**src/dcm_map.svh**
```systemverilog
// Operation
// Monitor flag clears only by a register read seeing it set, then a zero write.
// Service routine first reads the control register to confirm the monitor flag.
// Service routine clears monitor-on after clearing the flag.
// Monitor-on stays set even if a stable indication later drops.
// Software sets the external-slow option to match the external clock.
// Software uses the monitor only with both generators enabled and running.
// On inactivity the dead source is deselected; both output clocks use the live one.
// After an automatic switch the source select bit shows the surviving source.
// Output period set by 8-bit stage control and 4-bit divider exponent.
// Divider is two to the exponent; codes above 9 act as 9 (divide by 512).
// Divider exponent steps only on stage control carry or borrow.
// Upper three stage bits pick ring length 17 to 31 in steps of two.
// Lower five stage bits k lengthen the ring by two for k of 32 cycles.
// At upper code 7 the long point is 17 stages halved, 34 effective.
// Internal frequency equals multiply factor times 307.2 kHz base.
// Software disables the monitor before changing the multiply factor.
// Software re-enables the monitor only after internal stable is set again.
// Frequency change: check flag, monitor off, switch, write factor, restore; retune does no source switch.
// Source select set picks the external clock, clear picks internal.
// Software sets monitor-on only while both stable indications are set; retune tests only internal stable, and the hardware gates the set on both.
// Interrupt request is high while monitor flag and its enable are both set.
`ifndef DCM_MAP_SVH
`define DCM_MAP_SVH
`define DCM_ADDR_CTRL     4'h0
`define DCM_ADDR_MULT     4'h1
`define DCM_ADDR_LOOP     4'h2
`define DCM_BIT_SEL       0
`define DCM_BIT_FLAG      1
`define DCM_BIT_MON       2
`define DCM_BIT_IE        3
`define DCM_BIT_INT_STB   4
`define DCM_BIT_EXT_STB   5
`define DCM_BIT_SLOW      6
`define DCM_MULT_RESET    7'h15
`define DCM_STAGE_RESET   8'h00
`define DCM_DIV_MAX       4'h9
`define DCM_RING_BASE     6'h11
`define DCM_FINE_PERIOD   6'h20
`define DCM_BASE_HZ       307200
`endif

```
**src/dcm_pkg.sv**
```systemverilog
package dcm_pkg;
    typedef struct packed {
        logic [3:0] addr;
        logic [7:0] wdata;
        logic       wr;
        logic       rd;
    } dcm_bus_t;

    typedef struct packed {
        logic [3:0] divider_exponent;
        logic [7:0] stage_control;
    } dcm_dco_t;

    typedef enum logic [1:0] {
        DCM_LF_HOLD,
        DCM_LF_UP,
        DCM_LF_DOWN,
        DCM_LF_RSVD
    } dcm_lf_cmd_t;
endpackage : dcm_pkg

```
**src/dcm_top.sv**
```systemverilog
`timescale 1ns/1ps
`include "dcm_map.svh"

module dcm_top (
    input  wire logic              clk_i,
    input  wire logic              rst_i,
    input  wire dcm_pkg::dcm_bus_t bus_i,
    output logic [7:0]             rdata_o,
    input  wire logic              internal_stable_i,
    input  wire logic              external_stable_i,
    input  wire logic              internal_off_i,
    input  wire logic              external_off_i,
    input  wire dcm_pkg::dcm_lf_cmd_t loop_filter_i,
    output dcm_pkg::dcm_dco_t      dco_o,
    output logic [9:0]             divide_ratio_o,
    output logic [5:0]             ring_stages_o,
    output logic                   ring_halve_o,
    output logic [6:0]             multiply_factor_o,
    output logic                   external_slow_option_o,
    output logic                   osc_sel_external_o,
    output logic                   timebase_sel_external_o,
    output logic                   irq_o
);
    import dcm_pkg::*;

    logic       clock_select;
    logic       monitor_fault_flag;
    logic       monitor_on;
    logic       monitor_interrupt_enable;
    logic       external_slow_option;
    logic       flag_armed;
    logic [6:0] multiply_factor;
    logic [3:0] divider_exponent;
    logic [7:0] stage_control;
    logic [4:0] fine_phase;
    logic       fault_event;
    logic       wr_ctrl;
    logic [7:0] ctrl_view;
    logic       rd_ctrl;
    logic       wr_mult;
    logic       carry_out;
    logic       borrow_out;
    logic       long_point;
    logic       top_code;

    // ==========================================================
    // Helpers
    // ==========================================================
    function automatic logic [3:0] clamp_div(input logic [3:0] e);
        clamp_div = (e > `DCM_DIV_MAX) ? `DCM_DIV_MAX : e;
    endfunction : clamp_div

    function automatic logic [5:0] ring_base(input logic [2:0] code);
        ring_base = `DCM_RING_BASE + {2'b00, code, 1'b0};
    endfunction : ring_base

    function automatic logic reg_hit(input dcm_bus_t b, input logic [3:0] a);
        reg_hit = (b.addr == a);
    endfunction : reg_hit

    assign wr_ctrl     = bus_i.wr && reg_hit(bus_i, `DCM_ADDR_CTRL);
    assign rd_ctrl     = bus_i.rd && reg_hit(bus_i, `DCM_ADDR_CTRL);
    assign wr_mult     = bus_i.wr && reg_hit(bus_i, `DCM_ADDR_MULT);
    assign fault_event = monitor_on && (internal_off_i || external_off_i);

    always_comb begin
        ctrl_view                    = 8'h00;
        ctrl_view[`DCM_BIT_SEL]      = clock_select;
        ctrl_view[`DCM_BIT_FLAG]     = monitor_fault_flag;
        ctrl_view[`DCM_BIT_MON]      = monitor_on;
        ctrl_view[`DCM_BIT_IE]       = monitor_interrupt_enable;
        ctrl_view[`DCM_BIT_INT_STB]  = internal_stable_i;
        ctrl_view[`DCM_BIT_EXT_STB]  = external_stable_i;
        ctrl_view[`DCM_BIT_SLOW]     = external_slow_option;
    end

    // ==========================================================
    // Register read port
    // ==========================================================
    always_ff @(posedge clk_i) begin
        if (rst_i) begin
            rdata_o <= 8'h00;
        end else if (bus_i.rd) begin
            case (bus_i.addr)
                `DCM_ADDR_CTRL: rdata_o <= ctrl_view;
                `DCM_ADDR_MULT: rdata_o <= {1'b0, multiply_factor};
                `DCM_ADDR_LOOP: rdata_o <= stage_control;
                default:        rdata_o <= 8'h00;
            endcase
        end else begin
            rdata_o <= 8'h00;
        end
    end

    // ==========================================================
    // Monitor flag with read-then-write-zero clearing
    // ==========================================================
    always_ff @(posedge clk_i) begin
        if (rst_i) begin
            flag_armed <= 1'b0;
        end else if (!monitor_fault_flag) begin
            flag_armed <= 1'b0;
        end else if (rd_ctrl) begin
            flag_armed <= 1'b1;
        end
    end

    always_ff @(posedge clk_i) begin
        if (rst_i) begin
            monitor_fault_flag <= 1'b0;
        end else if (fault_event) begin
            monitor_fault_flag <= 1'b1; // Set wins over clear.
        end else if (wr_ctrl && flag_armed && !bus_i.wdata[`DCM_BIT_FLAG]) begin
            monitor_fault_flag <= 1'b0;
        end
    end

    // ==========================================================
    // Control bits
    // ==========================================================
    // Setting the monitor needs both sources stable, but only reset or a software write
    // clears it, so a later loss of stability leaves it on.
    always_ff @(posedge clk_i) begin
        if (rst_i) begin
            monitor_on <= 1'b0;
        end else if (wr_ctrl) begin
            if (!bus_i.wdata[`DCM_BIT_MON]) begin
                monitor_on <= 1'b0;
            end else if (internal_stable_i && external_stable_i) begin
                monitor_on <= 1'b1;
            end
        end
    end

    always_ff @(posedge clk_i) begin
        if (rst_i) begin
            monitor_interrupt_enable <= 1'b0;
        end else if (wr_ctrl) begin
            monitor_interrupt_enable <= bus_i.wdata[`DCM_BIT_IE];
        end
    end

    always_ff @(posedge clk_i) begin
        if (rst_i) begin
            external_slow_option <= 1'b0;
        end else if (wr_ctrl) begin
            external_slow_option <= bus_i.wdata[`DCM_BIT_SLOW];
        end
    end

    // ==========================================================
    // Source select
    // ==========================================================
    // A fault forces the live source at once; internal loss is tested first,
    // so a double loss leaves the external side selected.
    always_ff @(posedge clk_i) begin
        if (rst_i) begin
            clock_select <= 1'b0;
        end else if (fault_event && internal_off_i) begin
            clock_select <= 1'b1;
        end else if (fault_event && external_off_i) begin
            clock_select <= 1'b0;
        end else if (wr_ctrl) begin
            if (bus_i.wdata[`DCM_BIT_SEL] ? external_stable_i : internal_stable_i) begin
                clock_select <= bus_i.wdata[`DCM_BIT_SEL];
            end
        end
    end

    always_ff @(posedge clk_i) begin
        if (rst_i) begin
            multiply_factor <= `DCM_MULT_RESET;
        end else if (wr_mult) begin
            multiply_factor <= bus_i.wdata[6:0];
        end
    end

    // ==========================================================
    // Loop filter accumulation into stage and divider
    // ==========================================================
    // The exponent never takes a step of its own: it moves only on a carry out
    // of or a borrow into the stage word, and both ends saturate.
    assign carry_out  = (loop_filter_i == DCM_LF_UP) && (stage_control == 8'hFF)
                        && (divider_exponent < `DCM_DIV_MAX);
    assign borrow_out = (loop_filter_i == DCM_LF_DOWN) && (stage_control == 8'h00)
                        && (divider_exponent != 4'h0);

    always_ff @(posedge clk_i) begin
        if (rst_i) begin
            stage_control <= `DCM_STAGE_RESET;
        end else begin
            case (loop_filter_i)
                DCM_LF_UP: begin
                    if (stage_control != 8'hFF) begin
                        stage_control <= stage_control + 8'h01;
                    end else if (carry_out) begin
                        stage_control <= 8'h00;
                    end
                end
                DCM_LF_DOWN: begin
                    if (stage_control != 8'h00) begin
                        stage_control <= stage_control - 8'h01;
                    end else if (borrow_out) begin
                        stage_control <= 8'hFF;
                    end
                end
                default: begin
                    stage_control <= stage_control;
                end
            endcase
        end
    end

    always_ff @(posedge clk_i) begin
        if (rst_i) begin
            divider_exponent <= 4'h0;
        end else if (carry_out) begin
            divider_exponent <= divider_exponent + 4'h1;
        end else if (borrow_out) begin
            divider_exponent <= divider_exponent - 4'h1;
        end
    end

    // ==========================================================
    // Divider and ring length with fine adjust
    // ==========================================================
    // The fine phase runs free, so a fine value k picks the long point for
    // exactly k of every 32 cycles whatever phase it was loaded at.
    assign long_point = (fine_phase < stage_control[4:0]);
    assign top_code   = (stage_control[7:5] == 3'h7);

    always_ff @(posedge clk_i) begin
        if (rst_i) begin
            fine_phase <= 5'h00;
        end else begin
            fine_phase <= fine_phase + 5'h01;
        end
    end

    always_ff @(posedge clk_i) begin
        if (rst_i) begin
            divide_ratio_o <= 10'h001;
        end else begin
            divide_ratio_o <= 10'h001 << clamp_div(divider_exponent);
        end
    end

    // At the top code the long point would need 33 stages, which the ring lacks,
    // so it runs 17 stages and the halving stage doubles that.
    always_ff @(posedge clk_i) begin
        if (rst_i) begin
            ring_stages_o <= `DCM_RING_BASE;
        end else if (long_point && top_code) begin
            ring_stages_o <= `DCM_RING_BASE;
        end else if (long_point) begin
            ring_stages_o <= ring_base(stage_control[7:5]) + 6'h02;
        end else begin
            ring_stages_o <= ring_base(stage_control[7:5]);
        end
    end

    always_ff @(posedge clk_i) begin
        if (rst_i) begin
            ring_halve_o <= 1'b0;
        end else begin
            ring_halve_o <= long_point && top_code;
        end
    end

    // ==========================================================
    // Outputs
    // ==========================================================
    always_ff @(posedge clk_i) begin
        if (rst_i) begin
            dco_o <= '0;
        end else begin
            dco_o <= '{clamp_div(divider_exponent), stage_control};
        end
    end

    always_ff @(posedge clk_i) begin
        if (rst_i) begin
            multiply_factor_o <= `DCM_MULT_RESET;
        end else begin
            multiply_factor_o <= multiply_factor;
        end
    end

    always_ff @(posedge clk_i) begin
        if (rst_i) begin
            external_slow_option_o <= 1'b0;
        end else begin
            external_slow_option_o <= external_slow_option;
        end
    end

    // Both clock switches follow the one select, so a fault moves them together.
    always_ff @(posedge clk_i) begin
        if (rst_i) begin
            osc_sel_external_o      <= 1'b0;
            timebase_sel_external_o <= 1'b0;
        end else begin
            osc_sel_external_o      <= clock_select;
            timebase_sel_external_o <= clock_select;
        end
    end

    always_ff @(posedge clk_i) begin
        if (rst_i) begin
            irq_o <= 1'b0;
        end else begin
            irq_o <= monitor_fault_flag && monitor_interrupt_enable;
        end
    end
endmodule : dcm_top

```
**config.mk**
```make
export PLATFORM = sky130hd
export DESIGN_NAME = dcm_top
export DESIGN_NICKNAME = d
export VERILOG_FILES = /design/src/dcm_pkg.sv /design/src/dcm_top.sv
export VERILOG_INCLUDE_DIRS = /design/src
export SDC_FILE = /design/constraint.sdc
export NUM_CORES = 1
export LEC_CHECK = 0
export ABC_AREA = 1
export BUFFER_PORTS_ARGS = -buffer_cell sky130_fd_sc_hd__buf_2
export CORE_MARGIN = 2
export CORE_UTILIZATION = 54
export DETAILED_ROUTE_END_ITERATION = 12
export GPL_TIMING_DRIVEN = 0
export PLACE_DENSITY = 0.76
export SYNTH_ARGS = -nofsm -noshare
export SYNTH_HDL_FRONTEND = slang
export SYNTH_SLANG_ARGS = --single-unit
```
**constraint.sdc**
```tcl
create_clock -name clk_i -period 2.55 [get_ports clk_i]
set_input_delay 0.1275 -clock clk_i [delete_from_list [all_inputs] [get_ports clk_i]]
set_output_delay 0.1275 -clock clk_i [all_outputs]
set_load 0.005 [all_outputs]
```
==> results.toml <==
[setup_path]
crit_arrival_ps = 2480
end_kind = "flip-flop"
cp-start-kind = "flip-flop"
crit_required_ps = 2830
path_max_fanout = 8
path_class = "reg2reg"

[global_routing]
grt_util_all_layers_pct = 24.1
overflow = 0
grt_max_degree = 12
grt_pass1_wl_um = 12300
antenna_found_initial = 0
grt_pass1_vias = 2688

[route]
wl_per_cell_um = 13.2
vias = 3008
vias_per_cell = 5.16
drtIter0Drc = 149
drt-total-wl_um = 7670
drt_first_pass_iters = 4
drc = 0
ant_nets = 0

[layout]
design_area_um2 = 3920
drive_above_1_share_pct = 20.5
diodes = 0
seq_area_um2 = 1520
multi_input_area_um2 = 1510
fillers = 537
nNetsFinal = 544
area_delta_synth_final_pct = 18.1

[logic_synthesis]
yosys.area.top_type_share_pct = 45.8
ys_seq_area_share_pct = 45.8
synth.cell_area_um2 = 3320
ys_top_cells_by_count = "76 x dfxtp_1, 71 x nor2_1, 59 x nand2_1"
synth_area_leaders = "dfxtp_1 46%, nor2_1 8.0%, nand2_1 6.7%"
yosys_most_used_dff = "dfxtp_1"
async_reset_ff_share_pct = 0
synth.most_common_cell = "dfxtp_1"
ys_types = 36
ys_ff_latch = 76
yosys_warnings = 0
synth.net_count = 466
synth_top_area_cell = "dfxtp_1"
synth_cells = 427
synth-edff-count = 0
synth_area_per_cell_um2 = 7.78

[floorplanning]
num_io_pins = 70
dieHeight_um = 82.4
die_area_um2 = 6790
chipWidth_um = 82.4
start_util_pct = 56.1
core_area_um2 = 5920
row_count = 28

[clock_tree]
cts_resized = 0
cts_tree = "built"
cts.sinks = 76
cts_setup_buffers = 0
h-tree-depth = 3
cts_buffer_depth = 2
cts_hold_buf = 0
cts-root-buf = "clkbuf_8"
cts_buffers = 9
cts.reportedPaths.clkPinSlew_ps = 70
clk_latency_ps = 350

[run_status]
status = "complete, no violations"

[sta]
post-route-min-period_ps = 2200
timing.fmax_ghz = 0.455
grt_setup_unrepaired = "no"
finalHoldViolCount = 0
worst_pin_slew_ps = 681
setup_violations = 0
max-slew-margin-rel_pct = 54.2
finalClockSkew_ps = 8.41
setup_tns_ps = 0
finalCritPeriodShare_pct = 86.1
finalWorstSetupSlack_ps = 353
drv_slew = 0

[power]
pwr-share-comb_pct = 18.9
power_switching_mw = 0.775
clkPwrFrac_pct = 32.6
p_leak_nw = 1.92
power_mw = 2.63
p_per_area_nw_per_um2 = 671
swShare_pct = 29.4
peakVddDrop_mv = 0.362
power.internal_mw = 1.86
pwr-share-seq_pct = 48.5

[placed_design]
placed_area_um2 = 3750
gp_congestion = 0.874
pre_cts_slack_ps = 394
dpl.hpwl_um = 5610
port-buffer-count = 67

[min_path]
min_path_type = "in2reg"

[run]
drv_cap = 0
logic make-up after synthesis:
logic type | after synthesis | share of synthesized area, %
flip-flops | 76 | 45.8
other | 2 | 0.226
XOR/XNOR | 6 | 1.58
AND/OR/NAND/NOR | 187 | 25.5
buffers and inverters | 70 | 8.85
AO/OA/AOI/OAI | 69 | 11.4
adder cells (fa/ha/maj) | 17 | 6.63
placed cells by master, fill, tap and decap left out:
cell type / count
conb_1: 2
fa_1: 1
nor2_1: 71
nand3_2: 4
a21boi_0: 1
o21bai_1: 1
xor2_1: 4
nor2_4: 3
o21ai_0: 32
a21oi_1: 22
inv_1: 54
clkinv_1: 2
nor2_2: 2
a21oi_2: 1
or2_2: 2
ha_1: 16
o211ai_1: 3
o22ai_1: 7
xnor2_1: 2
nand4_1: 6
a22o_1: 1
nand3_1: 22
nand3b_1: 2
and3_1: 1
bufinv_16: 1
nand2_4: 2
dfxtp_1: 76
clkinv_2: 3
buf_2: 72
clkbuf_8: 10
buf_4: 3
o2bb2ai_1: 1
nand2_1: 59
nor3_1: 9
clkbuf_1: 5
inv_4: 1
nor4_1: 4
worst max-delay path, stage by stage (launching register included):
cell,delay (ps)
dfxtp_1,340
buf_2,200
nand2_1,90
nor2_1,210
nand3_2,120
clkinv_2,90
nand2_4,80
ha_1,330
nand2_1,80
nand2_1,50
nor2_1,130
o21bai_1,140
nand3_2,100
nand2_1,60
nand2_1,40
nor2_1,80
state kept, by name, summed over array words and instances (netlist names):
register and count:
clock_select 1, dco_o 12, divide_ratio_o 10, divider_exponent 4
external_slow_option 1, external_slow_option_o 1, fine_phase 5, flag_armed 1
irq_o 1, monitor_fault_flag 1, monitor_interrupt_enable 1, monitor_on 1
multiply_factor 7, multiply_factor_o 7, rdata_o 8, ring_halve_o 1
ring_stages_o 5, stage_control 8, timebase_sel_external_o 1
routing by layer:
metal / vias up / GRT usage [%] / wire length [um]
li1: 1527 / - / -
met2: 81 / 38.5 / 3620
met4: 0 / 10.8 / 129
met1: 1385 / 31.2 / 3450
met5: - / 0 / 0
met3: 15 / 5.11 / 471
power by group through the flow:
stage	logic (mW)	registers, mW	clock network (mW)
after floorplan	0.344	1.30	0
after global placement	0.477	1.30	0
after detailed placement	0.486	1.30	0
after CTS	0.492	1.28	0.863
after global routing	0.561	1.28	0.912
final	0.498	1.28	0.858
final cells by class:
type | count | share of cell area [%]
Sequential cell | 76 | 38.8
Tap cell | 75 | 2.39
Buffer | 12 | 1.85
Clock inverter | 3 | 1.02
Multi-Input combinational cell | 281 | 38.4
Inverter | 58 | 5.65
Timing Repair Buffer | 67 | 8.55
Clock buffer | 11 | 3.35
metrics by stage:
stage / instances / hold WS, ps / utilization, %
after floorplan: 427 / 258 / -
after global routing: 583 / 21.5 / 66.3
after CTS: 583 / 7.69 / 66.3
final: 583 / 7.95 / 66.3
after global placement: 569 / 358 / 63.4
after detailed placement: 569 / 360 / 63.4
path summary, 6_finish.rpt:
path | start | endpoint | slack, ps | depth (start not counted)
worst max-delay path | stage_control[7]$_SDFFE_PP0P_ | divider_exponent[3]$_SDFFE_PP0P_ | 350 | 15
worst max register to register | stage_control[7]$_SDFFE_PP0P_ | divider_exponent[3]$_SDFFE_PP0P_ | 350 | 15
worst min-delay path | bus_i[6] | multiply_factor[4]$_SDFFE_PP1P_ | 8 | 3
worst min register to register | multiply_factor[2]$_SDFFE_PP1P_ | multiply_factor_o[2]$_SDFF_PP1_ | 440 | 2
(Power assumes the default switching activity.)
